`src/design/pwm_defs.svh`:
```
// offsets, field positions, reset values and time-base counts of the pwm channel
// assumes byte addressing on a 32-bit register bus, one register per word
`ifndef PWM_DEFS_SVH
`define PWM_DEFS_SVH

// register byte offsets
`define OFS_CHANNEL_CONTROL 6'h00
`define OFS_DUTY_UPPER 6'h04
`define OFS_DUTY_LOWER 6'h08
`define OFS_PERIOD 6'h0C
`define OFS_TIMER_CONTROL 6'h10
`define OFS_FLAGS 6'h14
`define OFS_TIMER_COUNT 6'h18
`define OFS_PIN_DIRECTION 6'h1C
`define OFS_PORT_LATCH 6'h20

// channel_control fields
`define CTL_ENABLE_BIT 7
`define CTL_OE_BIT 6
`define CTL_OUT_BIT 5
`define CTL_POL_BIT 4
// duty_lower_bits field
`define DUTY_LO_MSB 7
`define DUTY_LO_LSB 6
// period_timer_control fields
`define TCTL_RUN_BIT 2
`define TCTL_PS_MSB 1
`define TCTL_PS_LSB 0
// peripheral_flags field
`define FLAG_MATCH_BIT 0

// reset values
`define CTL_RST 8'h00
`define DUTY_RST 8'h00
`define PERIOD_RST 8'hFF
`define TCTL_RST 3'h0
`define PIN_DIR_RST 1'b1
`define PORT_LATCH_RST 1'b0

// time base: four prescaled system clocks per timer count
`define SUBSTEP_LAST 2'h3
// prescale ratio minus one for each prescale_select code
`define PS_DIV1_M1 6'h00
`define PS_DIV4_M1 6'h03
`define PS_DIV16_M1 6'h0F
`define PS_DIV64_M1 6'h3F

// bus answers
`define RESP_OKAY 2'h0
`define RESP_SLVERR 2'h2

`endif

```
`src/design/pwm_pkg.sv`:
```
// types shared by the pwm channel and its period timer
// assumes pwm_defs.svh for numeric constants
package pwm_pkg;

  // period timer settings as software writes them
  typedef struct packed {
    logic timer_run;
    logic [1:0] prescale_select;
  } timer_cfg_t;

  // ten-bit time base: timer count with two prescaled clock bits below
  typedef struct packed {
    logic [7:0] period_timer_count;
    logic [1:0] substep;
  } time_base_t;

  // channel control fields that steer the output
  typedef struct packed {
    logic channel_enable;
    logic pin_output_enable;
    logic polarity_select;
  } chan_ctl_t;

endpackage

```
`src/design/period_timer.sv`:
```
// shared period timer: prescaler, two-bit substep and eight-bit count
// assumes one clock, synchronous active-low reset, sleep as a level input
`timescale 1ns/1ps
`include "pwm_defs.svh"
module period_timer #(
  parameter int PS_W = 6
) (
  // clock and reset
  input wire logic aclk,
  input wire logic aresetn,
  // settings
  input wire pwm_pkg::timer_cfg_t cfg,
  input wire logic [7:0] period,
  input wire logic sleep,
  // time base and period match
  output pwm_pkg::time_base_t tb_q,
  output logic wrap_q
);
  import pwm_pkg::*;

  logic [PS_W-1:0] pre_q;
  logic [PS_W-1:0] ratio_m1;
  logic counting;
  logic tick;
  logic sub_last;
  logic at_period;

  // prescale ratio decode
  assign ratio_m1 = (cfg.prescale_select == 2'h0) ? `PS_DIV1_M1 :
                    (cfg.prescale_select == 2'h1) ? `PS_DIV4_M1 :
                    (cfg.prescale_select == 2'h2) ? `PS_DIV16_M1 : `PS_DIV64_M1;
  assign counting = cfg.timer_run & ~sleep;
  assign tick = counting & (pre_q == ratio_m1);
  assign sub_last = tb_q.substep == `SUBSTEP_LAST;
  assign at_period = tb_q.period_timer_count == period;

  // prescaler, then four substeps per count; count clears on period match
  always_ff @(posedge aclk) begin
    if (!aresetn) begin
      pre_q <= '0;
      tb_q <= '0;
      wrap_q <= 1'b0;
    end else begin
      wrap_q <= tick & sub_last & at_period;
      if (counting) begin
        pre_q <= tick ? '0 : pre_q + 1'b1;
      end
      if (tick) begin
        tb_q.substep <= tb_q.substep + 1'b1;
        if (sub_last) begin
          tb_q.period_timer_count <= at_period ? 8'h00 : tb_q.period_timer_count + 8'h01;
        end
      end
    end
  end

endmodule // period_timer

```
`src/design/ten_bit_pwm_channel.sv`:
```
// ten-bit pwm channel with its period timer and an axi4-lite register slave
// assumes one 10 MHz clock, synchronous active-low reset, sleep as a level
//
// How it works
// - output resolution is ten bits, one ten-bit compare value per channel
// - period comes from the shared timer and period register; duty is per channel
// - output goes active when the timer count clears
// - output goes inactive when time base equals buffered ten-bit duty
// - duty at or beyond the full period keeps output active all period
// - duty registers are copied to the buffer only at period match
// - after period match: count clears, output activates, duty latches; zero stays off
// - polarity select inverts the output level
// - period is (period register + 1) times four clocks times prescale
// - duty is upper eight bits plus lower register bits 7:6, writable anytime
// - time base is timer count plus two prescaled clock bits
// - no postscaler affects the output
// - resolution is log2 of 4*(period+1), ten bits at period 255
// - sleep stops the count and holds channel state and pin level
// - reset makes the pin an input and resets all registers
// - output shares the pin with the port latch; output enable selects
// - polarity set means active low, clear means active high
//
// The AXI4-Lite interface to the registers and the address map are this design's own decisions.
`timescale 1ns/1ps
`include "pwm_defs.svh"
module ten_bit_pwm_channel #(
  parameter int ADDR_W = 6
) (
  // clock and reset
  input wire logic aclk,
  input wire logic aresetn,
  // power state
  input wire logic sleep,
  // axi4-lite write address
  input wire logic awvalid,
  output logic awready,
  input wire logic [ADDR_W-1:0] awaddr,
  input wire logic [2:0] awprot,
  // axi4-lite write data
  input wire logic wvalid,
  output logic wready,
  input wire logic [31:0] wdata,
  input wire logic [3:0] wstrb,
  // axi4-lite write response
  output logic bvalid,
  input wire logic bready,
  output logic [1:0] bresp,
  // axi4-lite read address
  input wire logic arvalid,
  output logic arready,
  input wire logic [ADDR_W-1:0] araddr,
  input wire logic [2:0] arprot,
  // axi4-lite read data
  output logic rvalid,
  input wire logic rready,
  output logic [31:0] rdata,
  output logic [1:0] rresp,
  // pin and internal output
  output logic pin_out,
  output logic pin_oe,
  output logic output_value
);
  import pwm_pkg::*;

  // software-visible state
  chan_ctl_t ctl_q;
  logic [7:0] duty_upper_bits_q;
  logic [1:0] duty_lower_bits_q;
  logic [7:0] period_register_q;
  timer_cfg_t tcfg_q;
  logic timer_match_flag_q;
  logic pin_direction_q;
  logic port_latch_q;

  // channel state
  logic [9:0] duty_buf_q;
  logic active_q;
  time_base_t tb;
  logic wrap;

  // bus state
  logic aw_hold_q;
  logic w_hold_q;
  logic [ADDR_W-1:0] awaddr_q;
  logic [31:0] wdata_q;
  logic lane0_q;
  logic awready_q;
  logic wready_q;
  logic bvalid_q;
  logic [1:0] bresp_q;
  logic arready_q;
  logic rvalid_q;
  logic [31:0] rdata_q;
  logic [1:0] rresp_q;

  // output flops
  logic pin_out_q;
  logic pin_oe_q;
  logic output_value_q;

  // shared period timer
  period_timer #(
    .PS_W(6)
  ) u_timer (
    .aclk(aclk),
    .aresetn(aresetn),
    .cfg(tcfg_q),
    .period(period_register_q),
    .sleep(sleep),
    .tb_q(tb),
    .wrap_q(wrap)
  );

  // write channel handshakes
  logic aw_fire;
  logic w_fire;
  logic do_write;
  logic b_fire;
  logic aw_hold_d;
  logic w_hold_d;
  logic bvalid_d;
  assign aw_fire = awvalid & awready_q;
  assign w_fire = wvalid & wready_q;
  assign do_write = aw_hold_q & w_hold_q;
  assign b_fire = bvalid_q & bready;
  assign aw_hold_d = (aw_hold_q | aw_fire) & ~do_write;
  assign w_hold_d = (w_hold_q | w_fire) & ~do_write;
  assign bvalid_d = do_write | (bvalid_q & ~bready);

  // write address decode
  logic [ADDR_W-1:0] wa;
  logic wr_ctl;
  logic wr_dhi;
  logic wr_dlo;
  logic wr_per;
  logic wr_tctl;
  logic wr_flag;
  logic wr_cnt;
  logic wr_dir;
  logic wr_lat;
  logic wr_hit;
  logic wr_en;
  assign wa = {awaddr_q[ADDR_W-1:2], 2'b00};
  assign wr_ctl = wa == `OFS_CHANNEL_CONTROL;
  assign wr_dhi = wa == `OFS_DUTY_UPPER;
  assign wr_dlo = wa == `OFS_DUTY_LOWER;
  assign wr_per = wa == `OFS_PERIOD;
  assign wr_tctl = wa == `OFS_TIMER_CONTROL;
  assign wr_flag = wa == `OFS_FLAGS;
  assign wr_cnt = wa == `OFS_TIMER_COUNT;
  assign wr_dir = wa == `OFS_PIN_DIRECTION;
  assign wr_lat = wa == `OFS_PORT_LATCH;
  assign wr_hit = wr_ctl | wr_dhi | wr_dlo | wr_per | wr_tctl | wr_flag | wr_cnt | wr_dir
                  | wr_lat;
  assign wr_en = do_write & lane0_q;

  // write channel registers
  always_ff @(posedge aclk) begin
    if (!aresetn) begin
      aw_hold_q <= 1'b0;
      w_hold_q <= 1'b0;
      awaddr_q <= '0;
      wdata_q <= '0;
      lane0_q <= 1'b0;
      awready_q <= 1'b0;
      wready_q <= 1'b0;
      bvalid_q <= 1'b0;
      bresp_q <= `RESP_OKAY;
    end else begin
      aw_hold_q <= aw_hold_d;
      w_hold_q <= w_hold_d;
      awready_q <= ~aw_hold_d & ~bvalid_d;
      wready_q <= ~w_hold_d & ~bvalid_d;
      bvalid_q <= bvalid_d;
      if (aw_fire) begin
        awaddr_q <= awaddr;
      end
      if (w_fire) begin
        wdata_q <= wdata;
        lane0_q <= wstrb[0];
      end
      if (do_write) begin
        bresp_q <= wr_hit ? `RESP_OKAY : `RESP_SLVERR;
      end
    end
  end

  // software registers; all return to reset values on any reset
  always_ff @(posedge aclk) begin
    if (!aresetn) begin
      ctl_q <= '0;
      duty_upper_bits_q <= `DUTY_RST;
      duty_lower_bits_q <= 2'h0;
      period_register_q <= `PERIOD_RST;
      tcfg_q <= `TCTL_RST;
      pin_direction_q <= `PIN_DIR_RST;
      port_latch_q <= `PORT_LATCH_RST;
    end else if (wr_en) begin
      if (wr_ctl) begin
        ctl_q.channel_enable <= wdata_q[`CTL_ENABLE_BIT];
        ctl_q.pin_output_enable <= wdata_q[`CTL_OE_BIT];
        ctl_q.polarity_select <= wdata_q[`CTL_POL_BIT];
      end
      if (wr_dhi) begin
        duty_upper_bits_q <= wdata_q[7:0];
      end
      if (wr_dlo) begin
        duty_lower_bits_q <= wdata_q[`DUTY_LO_MSB:`DUTY_LO_LSB];
      end
      if (wr_per) begin
        period_register_q <= wdata_q[7:0];
      end
      if (wr_tctl) begin
        tcfg_q.timer_run <= wdata_q[`TCTL_RUN_BIT];
        tcfg_q.prescale_select <= wdata_q[`TCTL_PS_MSB:`TCTL_PS_LSB];
      end
      if (wr_dir) begin
        pin_direction_q <= wdata_q[0];
      end
      if (wr_lat) begin
        port_latch_q <= wdata_q[0];
      end
    end
  end

  // match flag: set by period match, cleared by writing one; set wins
  logic flag_clr;
  assign flag_clr = wr_en & wr_flag & wdata_q[`FLAG_MATCH_BIT];
  always_ff @(posedge aclk) begin
    if (!aresetn) begin
      timer_match_flag_q <= 1'b0;
    end else if (wrap) begin
      timer_match_flag_q <= 1'b1;
    end else if (flag_clr) begin
      timer_match_flag_q <= 1'b0;
    end
  end

  // read channel handshakes
  logic ar_fire;
  logic rvalid_d;
  assign ar_fire = arvalid & arready_q;
  assign rvalid_d = ar_fire | (rvalid_q & ~rready);

  // read address decode and data select
  logic [ADDR_W-1:0] ra;
  logic [7:0] rd_byte;
  logic rd_hit;
  assign ra = {araddr[ADDR_W-1:2], 2'b00};
  assign rd_hit = (ra == `OFS_CHANNEL_CONTROL) | (ra == `OFS_DUTY_UPPER)
                  | (ra == `OFS_DUTY_LOWER) | (ra == `OFS_PERIOD)
                  | (ra == `OFS_TIMER_CONTROL) | (ra == `OFS_FLAGS)
                  | (ra == `OFS_TIMER_COUNT) | (ra == `OFS_PIN_DIRECTION)
                  | (ra == `OFS_PORT_LATCH);
  assign rd_byte =
    (ra == `OFS_CHANNEL_CONTROL) ? {ctl_q.channel_enable, ctl_q.pin_output_enable,
                                    output_value_q, ctl_q.polarity_select, 4'h0} :
    (ra == `OFS_DUTY_UPPER) ? duty_upper_bits_q :
    (ra == `OFS_DUTY_LOWER) ? {duty_lower_bits_q, 6'h00} :
    (ra == `OFS_PERIOD) ? period_register_q :
    (ra == `OFS_TIMER_CONTROL) ? {5'h00, tcfg_q} :
    (ra == `OFS_FLAGS) ? {7'h00, timer_match_flag_q} :
    (ra == `OFS_TIMER_COUNT) ? tb.period_timer_count :
    (ra == `OFS_PIN_DIRECTION) ? {7'h00, pin_direction_q} :
    (ra == `OFS_PORT_LATCH) ? {7'h00, port_latch_q} : 8'h00;

  // read channel registers
  always_ff @(posedge aclk) begin
    if (!aresetn) begin
      arready_q <= 1'b0;
      rvalid_q <= 1'b0;
      rdata_q <= '0;
      rresp_q <= `RESP_OKAY;
    end else begin
      arready_q <= ~rvalid_d;
      rvalid_q <= rvalid_d;
      if (ar_fire) begin
        rdata_q <= {24'h000000, rd_byte};
        rresp_q <= rd_hit ? `RESP_OKAY : `RESP_SLVERR;
      end
    end
  end

  // ten-bit duty as written and compare against the ten-bit time base
  logic [9:0] duty_val;
  logic [9:0] period_end;
  logic full_on;
  logic at_duty;
  assign duty_val = {duty_upper_bits_q, duty_lower_bits_q};
  assign period_end = {period_register_q, `SUBSTEP_LAST};
  assign full_on = duty_buf_q > period_end;
  assign at_duty = tb == duty_buf_q;

  // channel latch: set at period start, cleared at duty match
  logic active_d;
  always_comb begin
    active_d = active_q;
    if (!ctl_q.channel_enable) begin
      active_d = 1'b0;
    end else if (sleep) begin
      active_d = active_q;
    end else if (wrap) begin
      active_d = duty_val != 10'h000;
    end else if (at_duty && !full_on) begin
      active_d = 1'b0;
    end
  end

  // polarity and pin multiplexing
  logic output_value_d;
  logic pin_out_d;
  assign output_value_d = active_d ^ ctl_q.polarity_select;
  assign pin_out_d = ctl_q.pin_output_enable ? output_value_d : port_latch_q;

  // duty buffer, channel state and output flops
  always_ff @(posedge aclk) begin
    if (!aresetn) begin
      duty_buf_q <= '0;
      active_q <= 1'b0;
      output_value_q <= 1'b0;
      pin_out_q <= 1'b0;
      pin_oe_q <= 1'b0;
    end else begin
      if (wrap) begin
        duty_buf_q <= duty_val;
      end
      active_q <= active_d;
      if (!sleep) begin
        output_value_q <= output_value_d;
        pin_out_q <= pin_out_d;
      end
      pin_oe_q <= ~pin_direction_q;
    end
  end

  // outputs straight from flops
  assign awready = awready_q;
  assign wready = wready_q;
  assign bvalid = bvalid_q;
  assign bresp = bresp_q;
  assign arready = arready_q;
  assign rvalid = rvalid_q;
  assign rdata = rdata_q;
  assign rresp = rresp_q;
  assign pin_out = pin_out_q;
  assign pin_oe = pin_oe_q;
  assign output_value = output_value_q;

endmodule // ten_bit_pwm_channel

```
`config.mk`:
```
export PLATFORM = sky130hd
export DESIGN_NAME = ten_bit_pwm_channel
export DESIGN_NICKNAME = d
export VERILOG_FILES = /design/src/design/pwm_pkg.sv /design/src/design/period_timer.sv /design/src/design/ten_bit_pwm_channel.sv
export VERILOG_INCLUDE_DIRS = /design/src /design/src/design
export SDC_FILE = /design/constraint.sdc
export NUM_CORES = 1
export LEC_CHECK = 0
export ABC_AREA = 1
export BUFFER_PORTS_ARGS = -buffer_cell sky130_fd_sc_hd__buf_2
export CAP_MARGIN = 30
export CORE_UTILIZATION = 30
export DETAILED_ROUTE_END_ITERATION = 10
export GPL_TIMING_DRIVEN = 0
export PLACE_DENSITY = 0.6
export SYNTH_ARGS = -nofsm -noshare
export SYNTH_HDL_FRONTEND = slang
export SYNTH_SLANG_ARGS = --single-unit
```
`constraint.sdc`:
```
create_clock -name aclk -period 4.8 [get_ports aclk]
set_input_delay 0.48 -clock aclk [delete_from_list [all_inputs] [get_ports aclk]]
set_output_delay 0.48 -clock aclk [all_outputs]
set_load 0.05 [all_outputs]
```
==> metrics.txt, run 1 <==
Switching Share 0.2561; count of instances resized after the clock tree is built 0; maximum number of pins on one net before global-route repair 17; part of the total power dissipated in the clock network 0.470; timing-limited maximum frequency 507.7 MHz; ports placed on the boundary 106; Post-Syn Area per Cell 7.030 µm²; number of buffer and inverter stages on the critical path 2; GR Overflow Total 0; CTS Buf Count 9; H-tree level count 3; worst hold path startpoint wdata[6]; via count of the first global-routing pass 3,647; Core Util, Final 0.3699; cell at the root of the clock tree sky130_fd_sc_hd__clkbuf_16; commonest non-fill, non-tap cell in the layout sky130_fd_sc_hd__nand2_1; buffers added on ports 41; biggest area contributors in the synthesized netlist sky130_fd_sc_hd__dfxtp_1, sky130_fd_sc_hd__nand2_1, sky130_fd_sc_hd__nor2_1, sky130_fd_sc_hd__o21ai_0, sky130_fd_sc_hd__inv_1; endpoint of the lowest-slack register-to-register path u_timer.tb_q[9]; Initial DRT Pass Iterations 4; yosys synthesis warning count 0; clk_skew 0.005947 ns; slowest CP cell sky130_fd_sc_hd__dfxtp_1; DPL Wire Length 8423 µm; net switching component of the power 0.4501 mW; total length of routed wires 10,890 µm; cell area after placement 4763 µm²; internal power component 1.308 mW; logic depth of the worst path, buffers included 11; share of post-route cells with drive strength above 1 0.1387; setup repair after global routing missed its margin false; cell count after synthesis 603; period utilization 0.4103; Cell Pwr Density 343.6 nW/µm²; Synth Cell Area 4239 µm²; row cnt 43; reg-to-reg critical path startpoint tcfg_q[2]; Tot GR Track Use 0.1592; final estimated routing congestion in global placement 0.9043; cell depth of the worst min-delay path 3; hold-fix buffers at CTS 0; critical path arrival 2.19 ns; fraction of synthesized cell area taken by the top area cell type 0.4156; worst-case register-to-register setup slack 2.83 ns; vias per cell 4.479; Clock Path Buffers 2; worst skew pair latency 0.34 ns; vias after detailed routing 3,874; number of antenna-violating nets in the routed design 0; detail-routed net length per standard cell 12.59 µm; total negative slack 0 ns; post-route design area 5115 µm²; antenna fix cells 0; number of remaining DRC errors 0; post-layout net count 753; clock slew at the register clock pins of the worst setup and hold paths 0.07 ns; area of the core 13,830 µm²; fillcell total 1,476; Crit. Startpoint tcfg_q[2]; clock tree sinks 88; max-slew headroom at the worst pin 0.6077; type of origin of the critical path flip-flop; power share of the combinational group 0.097; Die Footprint 14,610 µm²; crit-path leading delay family simple AND/OR/NAND/NOR gates; Least-Margin Pin Slew 0.5884 ns; total count of max-transition violations in the final report 0; number of standard cells in the final layout excluding fillers 865; height of the die 120.9 µm; worst min path class input pin to flip-flop; Reg power frac 0.433; violation count after the first detailed-route iteration 158; post-CTS setup-driven buffer insertion count 0; cell type with the highest aggregate area in the netlist sky130_fd_sc_hd__dfxtp_1; type of element capturing the critical path flip-flop; post-placement cell count 849; required time at the endpoint of the critical path 5.02 ns; min Tclk post-route 1.970 ns; number of cells on the worst reg-to-reg path 11; Synth cell types 37; area growth from synthesis to layout 20.66%; critical path, cell by cell inv_2, nor2_4, nand2_2, nor3_2, nand3_2, inv_2, nand2_2, nor3_2, nand2_1, nor2_1, nor3b_2; capture endpoint of the worst hold path wdata_q[6]; Leakage 2.324 nW; antenna violations before repair 0; Largest stage delay, worst path 0.37 ns; Worst VDD drop 229.8 µV; Seq/Total Area, Yosys 0.4156; hold violation total from the final report 0; Die Width 120.9 µm; leading cell types in the layout, fill and taps excluded sky130_fd_sc_hd__nand2_1, sky130_fd_sc_hd__nor2_1, sky130_fd_sc_hd__dfxtp_1; Starting Density 0.3066; worst-path fanout max 6; number of flip-flops and latches in the synthesized netlist 88; first-pass GRT wire length 18,110 µm; CP Class flip-flop to flip-flop; Max Cap Viol 0; Final setup violation count 0; status finished clean; CTS tree done
area by class of cell:
class,count,area [µm²],share of cell area
multi-input combinational,434,2073,0.4053
timing repair buffer,41,205.2,0.04012
inverter,68,255.2,0.04990
buffer,38,242.7,0.04746
sequential,88,1762,0.3444
clock inverter,7,126.4,0.02471
tap,180,225.2,0.04403
clock buffer,9,225.2,0.04403
tightest hold or removal path, delay by kind of cell:
family | cells | cell delay, ns
simple gates | 1 | 0.08
buf+inv | 1 | 0.07
compound gates | 1 | 0.07
routing by layer:
metal | share of wire | GRT usage
met5 | 0 | 0
met4 | 0.014 | 0.04167
met3 | 0.044 | 0.03242
met2 | 0.46 | 0.2668
met1 | 0.48 | 0.2071
synth_stat cells, drive strengths merged:
library cell and instances:
clkbuf 9, a221oi 2, clkinv 3, inv 65, a31oi 4, o21a 2
xor2 3, o22ai 5, a21oi 40, ha 11, o221ai 1, nor2 99
xnor2 1, o211ai 8, nand4 4, conb 1, nor3 14, nand2 125
a211oi 2, o21ai 60, a21o 1, o2111ai 2, dfxtp 88, nor4 4
and3 1, nand3 16, nor3b 3, buf 29
power groups by stage:
| stage | logic [mW] | registers, mW | clock network [mW] |
|---|---|---|---|
| CTS | 0.171 | 0.761 | 0.838 |
| detailed placement | 0.170 | 0.778 | 0 |
| finish | 0.171 | 0.760 | 0.826 |
| global route | 0.187 | 0.763 | 0.869 |
| floorplan | 0.112 | 0.797 | 0 |
| global placement | 0.170 | 0.777 | 0 |
worst max-delay path by stage:
stage	end	slack, ns
6_report	u_timer.tb_q[9]	2.83
5_1_grt	u_timer.tb_q[9]	2.61
4_1_cts	u_timer.tb_q[9]	2.78
3_5_place_dp	u_timer.tb_q[9]	2.56
3_3_place_gp	u_timer.tb_q[9]	2.60
2_1_floorplan	u_timer.tb_q[9]	3.13
sequential cells by signal, indices dropped and copies added, names as in the netlist, 2 cells and up:
| name | flops |
|---|---|
| awaddr_q | 4 |
| ctl_q | 3 |
| duty_buf_q | 10 |
| duty_lower_bits_q | 2 |
| duty_upper_bits_q | 8 |
| period_register_q | 8 |
| rdata | 8 |
| tcfg_q | 3 |
| u_timer.pre_q | 6 |
| u_timer.tb_q | 10 |
| wdata_q | 8 |
stage by stage:
stage	setup slack (ns)	total power, mW	hold WS [ns]
after floorplan	3.132	0.9084	0.4091
after global placement	2.602	0.9475	0.4411
after detailed placement	2.562	0.9479	0.4401
after CTS	2.775	1.769	0.3791
after global routing	2.611	1.818	0.3803
final	2.830	1.758	0.3855
cell families after synthesis:
group                    synth area share
buffers and inverters              0.1175
other                           0.0008846
XOR/XNOR                         0.008266
AO/OA/AOI/OAI                      0.1647
flip-flops                         0.4156
adder cells (fa/ha/maj)           0.03247
AND/OR/NAND/NOR                    0.2606
No activity file was read; power rests on OpenSTA's default activity.
==> inputs of run 2 (changes only) <==
- ABC_AREA: 1 -> 0
- clock period: 4.8 -> 1.9 ns (I/O delays scaled with it)
==> run 2 against run 1 <==
Net effect: the flow now finishes with violations (negative setup slack); wire length grew 5.3%; flip-flop and latch count is the same; die area grew 2.1%; non-clock buffer count grew 22; final area grew 4.4%.
==> metrics.txt, run 2 <==
GR Overflow Total 0 (unchanged); Die Width 122.1 µm (+1.0%); vias per cell 4.891 (+9.2%); vias after detailed routing 3,776 (-2.5%); registers with the most flip-flops duty_buf_q (10), u_timer.tb_q (10); crit-path leading delay family compound AO/OA/AOI/OAI gates; area of the core 13,990 µm² (+1.2%); worst-path fanout max 2 (-4); most frequent cell after synthesis sky130_fd_sc_hd__dfxtp_1; Post-Syn Area per Cell 8.607 µm² (+22%); cell area after placement 4853 µm² (+1.9%); antenna violations before repair 0 (unchanged); number of remaining DRC errors 0 (unchanged); cell count after synthesis 503 (-17%); clock tree sinks 88 (unchanged); top cell types by occurrence after synthesis sky130_fd_sc_hd__dfxtp_1, sky130_fd_sc_hd__nor2_1, sky130_fd_sc_hd__nand2_1, sky130_fd_sc_hd__mux2i_1, sky130_fd_sc_hd__a21oi_1; DPL Wire Length 8473 µm (+0.58%); critical path, cell by cell inv_1, ha_1, and4_1, and2_1, o21ai_2, o2111ai_2, xor2_2, o31ai_1; biggest area contributors in the synthesized netlist sky130_fd_sc_hd__dfxtp_1, sky130_fd_sc_hd__mux2i_1, sky130_fd_sc_hd__nor2_1, sky130_fd_sc_hd__nand2_1, sky130_fd_sc_hd__buf_4; violation count after the first detailed-route iteration 241 (+53%); number of buffer and inverter stages on the critical path 1 (-1); min Tclk post-route 1.935 ns (-0.03418 ns); worst hold slack 0.08629 ns (-0.2992 ns); Tot GR Track Use 0.1623 (+0.003108); flip-flop cell with the highest count after synthesis sky130_fd_sc_hd__dfxtp_1; via count of the first global-routing pass 3,644 (-0.082%); maximum number of pins on one net before global-route repair 16 (-1); type of origin of the critical path flip-flop; Max Cap Viol 0 (unchanged); type of element capturing the critical path flip-flop; Largest stage delay, worst path 0.34 ns (-0.03 ns); Crit. Startpoint period_register_q[5]; CTS Buf Count 9 (unchanged); total count of max-transition violations in the final report 0 (unchanged); Power Total 4.173 mW (+140%); final setup margin -0.03542 ns (-2.866 ns); CTS tree done; cell type with the highest aggregate area in the netlist sky130_fd_sc_hd__dfxtp_1; detail-routed net length per standard cell 14.85 µm (+18%); final estimated routing congestion in global placement 0.8795 (-2.7%); Cell Pwr Density 781.4 nW/µm² (+130%); critical path arrival 2.20 ns (about the same); hold violation total from the final report 0 (unchanged); status complete, but fails checks; height of the die 122.1 µm (+1.0%); clk_skew 0.008608 ns (+0.002661 ns); violations in the final reports negative setup slack; Die Footprint 14,910 µm² (+2.1%); yosys synthesis warning count 0 (unchanged); Least-Margin Pin Slew 0.7290 ns (+0.1406 ns); Starting Density 0.3095 (+0.002903); worst hold path startpoint wstrb[0]; worst skew pair latency 0.35 ns (about the same); CP Class flip-flop to flip-flop; Leakage 2.185 nW (-6.0%); required time at the endpoint of the critical path 2.16 ns (-2.86 ns); fraction of synthesized cell area taken by the top area cell type 0.4069 (-0.008648); Seq/Total Area, Yosys 0.4069 (-0.008648); number of cells on the worst reg-to-reg path 8 (-3); number of flip-flops and latches in the synthesized netlist 88 (unchanged); reg-to-reg critical path startpoint period_register_q[5]; Synth cell types 56 (+51%); period utilization 1.019 (+0.6083); buffers added on ports 41 (unchanged); fillcell total 1,423 (-3.6%); clock slew at the register clock pins of the worst setup and hold paths 0.07 ns (about the same); max-slew headroom at the worst pin 0.5140 (-0.09372); Core Util, Final 0.3818 (+0.01183); Worst VDD drop 610.2 µV (+170%); timing-limited maximum frequency 516.7 MHz (+1.8%); post-route design area 5340 µm² (+4.4%); ports placed on the boundary 106 (unchanged); cell at the root of the clock tree sky130_fd_sc_hd__clkbuf_16; logic depth of the worst path, buffers included 8 (-3); setup repair after global routing missed its margin true; worst min path class input pin to flip-flop; EDFF count, synth 0 (unchanged); antenna fix cells 0 (unchanged); cell depth of the worst min-delay path 3 (unchanged); commonest non-fill, non-tap cell in the layout sky130_fd_sc_hd__dfxtp_1; total length of routed wires 11,460 µm (+5.3%); slowest CP cell sky130_fd_sc_hd__dfxtp_4; Final setup violation count 1 (+1); pre-CTS setup slack -0.1763 ns (-2.739 ns); first-pass GRT wire length 18,470 µm (+2.0%); number of antenna-violating nets in the routed design 0 (unchanged); post-layout net count 660 (-12%); FFs w/ async S/R, synth 0 (unchanged); row cnt 43 (unchanged); Initial DRT Pass Iterations 4 (unchanged); Synth Cell Area 4329 µm² (+2.1%); share of post-route cells with drive strength above 1 0.2230 (+0.08429); leading cell types in the layout, fill and taps excluded sky130_fd_sc_hd__dfxtp_1, sky130_fd_sc_hd__nor2_1, sky130_fd_sc_hd__nand2_1; area growth from synthesis to layout 23.35%; H-tree level count 3 (unchanged); Clock Path Buffers 2 (unchanged)
run 2: cells by family (layout without fill, tap and decap cells):
| kind of cell | after synthesis | in the layout | share of synthesized area |
|---|---|---|---|
| simple gates | 186 | 186 | 0.2014 |
| flops | 88 | 88 | 0.4069 |
| compound gates | 84 | 84 | 0.1272 |
| buf+inv | 65 | 129 | 0.08237 |
| mux | 39 | 39 | 0.09075 |
| xor+xnor | 29 | 29 | 0.05867 |
| fa+ha+maj | 11 | 11 | 0.03179 |
| other cells | 1 | 26 | 0.0008662 |
run 2: power by group:
| part | switching, mW | total, mW | internal [mW] |
|---|---|---|---|
| combinational | 0.308 | 0.429 | 0.122 |
| sequential | 0.0356 | 1.91 | 1.87 |
| clock | 0.774 | 1.83 | 1.06 |
run 2: timing repair:
action / CTS / global route
gates resized for setup: 20 / 16
pin swaps: 8 / 3
hold buffers: 0 / 0
buffers inserted: 6 / 1
hold endpoints to repair: 0 / 0
endpoints found under the setup margin: 17 / 26
run 2: final cells by class:
cell class                 instances  area, µm²  share of cell area
sequential                        88       1783              0.3339
multi-input combinational        375       2405              0.4503
clock buffer                      10      239.0             0.04475
clock inverter                     6      65.06             0.01218
timing repair buffer              48      257.7             0.04827
buffer                            53      320.3             0.05998
tap                              180      225.2             0.04217
inverter                          12      45.04            0.008435
run 2: stage by stage:
step           setup TNS, ns  cells
2_1_floorplan              0    528
3_3_place_gp         -0.4297    749
3_5_place_dp          -1.029    749
4_1_cts                    0    771
5_1_grt              -0.4796    772
6_report            -0.03542    772
run 2: metal layers:
| layer | wire [µm] | global-route usage | up-vias |
|---|---|---|---|
| met3 | 717 | 0.03699 | 14 |
| met5 | 0 | 0 | - |
| met1 | 5107 | 0.2087 | 1786 |
| met4 | 166 | 0.05488 | 0 |
| met2 | 5472 | 0.2662 | 109 |
| li1 | - | - | 1867 |
run 2: final timing paths:
check,end,slack (ns)
worst max-delay path,output_value,-0.04
worst min register to register,rdata[3],0.46
worst max register to register,output_value,-0.04
worst min-delay path,lane0_q,0.09
run 2: worst min-delay path, stage by stage:
cell	delay, ns
sky130_fd_sc_hd__buf_2	0.10
sky130_fd_sc_hd__nand2_1	0.05
sky130_fd_sc_hd__a21oi_1	0.05
==> inputs of run 3 (changes only) <==
- CORE_UTILIZATION: 30 -> 50
- PLACE_DENSITY: 0.6 -> 0.85
==> run 3 against run 2 <==
Net effect: the flow still finishes with violations (negative setup slack); count of clock-buffer cells in the layout shrank 1; setup slack lost 0.036 ns; sequential power is essentially flat; register-to-register slack lost 0.04 ns; total power shrank 9.0%; global-route usage grew 8.9 points; via count grew 4.3%; final area shrank 2.2%; flip-flop and latch count is the same; utilization grew 25 points; sequential share of layout area grew 0.80 points; die area shrank 39%.
==> metrics.txt, run 3 (same netlist as run 2, synthesis figures left out) <==
status complete, but fails checks; violations in the final reports negative setup slack; number of cells on the worst reg-to-reg path 8 (unchanged); worst-case register-to-register setup slack -0.07 ns (-0.04 ns); pre-CTS setup slack -0.1116 ns (+0.06470 ns); detail-routed net length per standard cell 16.48 µm (+11%); part of the total power dissipated in the clock network 0.386 (-0.053); height of the die 95.05 µm (-22%); H-tree level count 3 (unchanged); multi-input logic area 2435 µm² (+1.2%); number of remaining DRC errors 0 (unchanged); ports placed on the boundary 106 (unchanged); number of antenna-violating nets in the routed design 0 (unchanged); area of the core 8299 µm² (-41%); worst setup path endpoint output_value; fillcell total 663 (-53%); total count of max-transition violations in the final report 0 (unchanged); worst min path class input pin to flip-flop; buffers added on ports 41 (unchanged); Die Width 95.05 µm (-22%); CTS tree done; Reg power frac 0.502 (+0.044); total length of routed wires 11,520 µm (+0.50%); net switching component of the power 1.046 mW (-6.4%); maximum number of pins on one net before global-route repair 17 (+1); Starting Density 0.5216 (+0.2122); violation count after the first detailed-route iteration 320 (+33%); area growth from synthesis to layout 20.64%; endpoint of the lowest-slack register-to-register path output_value; Least-Margin Pin Slew 0.7508 ns (+0.02181 ns); Die Footprint 9035 µm² (-39%); Crit. Startpoint period_register_q[7]; worst skew pair latency 0.37 ns (+0.02 ns); register area 1785 µm² (+0.14%); Worst VDD drop 571.2 µV (-6.4%); required time at the endpoint of the critical path 2.18 ns (+0.02 ns); Final setup violation count 1 (unchanged); commonest non-fill, non-tap cell in the layout sky130_fd_sc_hd__dfxtp_1; CP Class flip-flop to flip-flop; clock slew at the register clock pins of the worst setup and hold paths 0.09 ns (+0.02 ns); Initial DRT Pass Iterations 7 (+3); number of standard cells in the final layout excluding fillers 699 (-9.5%); DPL Wire Length 8108 µm (-4.3%); Tot GR Track Use 0.2514 (+0.08908); via count of the first global-routing pass 3,558 (-2.4%); reg-to-reg critical path startpoint period_register_q[7]; min Tclk post-route 1.971 ns (+0.03557 ns); cell at the root of the clock tree sky130_fd_sc_hd__clkbuf_8; Cell Pwr Density 726.9 nW/µm² (-7.0%); first-pass GRT wire length 16,970 µm (-8.1%); registers with the most flip-flops duty_buf_q (10), u_timer.tb_q (10); type of element capturing the critical path flip-flop; antenna violations before repair 0 (unchanged); clk_skew 0.01142 ns (+0.002817 ns); GR Overflow Total 0 (unchanged); internal power component 2.751 mW (-10%); hold violation total from the final report 0 (unchanged); Max Cap Viol 0 (unchanged); leading cell types in the layout, fill and taps excluded sky130_fd_sc_hd__dfxtp_1, sky130_fd_sc_hd__nor2_1, sky130_fd_sc_hd__nand2_1; Clock Path Buffers 2 (unchanged); timing-limited maximum frequency 507.4 MHz (-1.8%); max-slew headroom at the worst pin 0.4995 (-0.01454); total negative slack -0.07099 ns (-0.03557 ns); row cnt 33 (-23%); power share of the combinational group 0.113 (+0.010); setup repair after global routing missed its margin true; antenna fix cells 0 (unchanged); post-placement cell count 674 (-10%); vias per cell 5.632 (+15%); clock tree sinks 88 (unchanged); CTS Buf Count 9 (unchanged); type of origin of the critical path flip-flop; worst-path fanout max 2 (unchanged); final estimated routing congestion in global placement 0.9825 (+12%); period utilization 1.037 (+0.01872); Switching Share 0.2754 (+0.007770); Leakage 2.193 nW (+0.36%); critical path arrival 2.26 ns (+0.06 ns); post-layout net count 662 (+0.30%); vias after detailed routing 3,937 (+4.3%); final setup margin -0.07099 ns (-0.03557 ns); share of post-route cells with drive strength above 1 0.2357 (+0.01272)
[run 3: cell count changes in the layout (fill, tap and decap cells not counted), sizes merged]
cell	previous run	this run
bufinv	1	2
buf	81	84
clkbuf	30	28
[run 3: per-layer routing]
metal | wire length [µm] | up-vias | global-route usage | share of wire
met3 | 1128 | 60 | 0.08293 | 0.098
met1 | 4423 | 1803 | 0.3055 | 0.38
met5 | 0 | - | 0 | 0
met2 | 5434 | 216 | 0.4059 | 0.47
met4 | 533 | 0 | 0.1086 | 0.046
li1 | - | 1858 | - | -
[run 3: through the flow]
step	power (mW)	area [µm²]	utilization	hold WS, ns
floorplan	2.282	4423	-	0.2954
global placement	2.364	4760	0.5735	0.4324
detailed placement	2.373	4760	0.5735	0.4368
CTS	3.798	5037	0.6070	0.04434
global route	3.934	5223	0.6293	0.04526
finish	3.796	5223	0.6293	0.04735
[run 3: critical path: stages, from the launching register on]
cell	delay, ns
sky130_fd_sc_hd__dfxtp_2	0.36
sky130_fd_sc_hd__inv_1	0.09
sky130_fd_sc_hd__ha_1	0.31
sky130_fd_sc_hd__and4_4	0.16
sky130_fd_sc_hd__and2_1	0.15
sky130_fd_sc_hd__o21ai_2	0.20
sky130_fd_sc_hd__o2111ai_2	0.18
sky130_fd_sc_hd__xor2_1	0.19
sky130_fd_sc_hd__o31ai_1	0.25
[run 3: timing repair]
item / in CTS / in global routing
pin swaps: 1 / 8
resized for setup: 15 / 30
endpoints found under the setup margin: 10 / 27
hold buffers: 0 / 0
setup buffers: 1 / 9
[run 3: how the worst min path moves through the flow]
stage	start	end	slack (ns)	cells after the start
floorplan	sleep	output_value	0.30	1
global placement	wdata[4]	wdata_q[4]	0.43	3
detailed placement	wdata[0]	wdata_q[0]	0.44	3
CTS	wdata[0]	wdata_q[0]	0.04	3
global route	wstrb[0]	lane0_q	0.05	3
finish	wdata[7]	wdata_q[7]	0.05	3
[run 3: final cells by class]
class                      instances  share of cell area
clock buffer                       9             0.02372
multi-input combinational        375              0.4662
tap                              105             0.02516
clock inverter                     7             0.01989
inverter                          12            0.008625
buffer                            52             0.06085
timing repair buffer              51             0.05367
sequential                        88              0.3419
[run 3: power by group through the flow]
stage / registers [mW] / logic (mW) / clock network, mW
floorplan: 2.01 / 0.276 / 0
global placement: 1.95 / 0.414 / 0
detailed placement: 1.95 / 0.421 / 0
CTS: 1.91 / 0.424 / 1.46
global route: 1.91 / 0.458 / 1.57
finish: 1.90 / 0.428 / 1.46
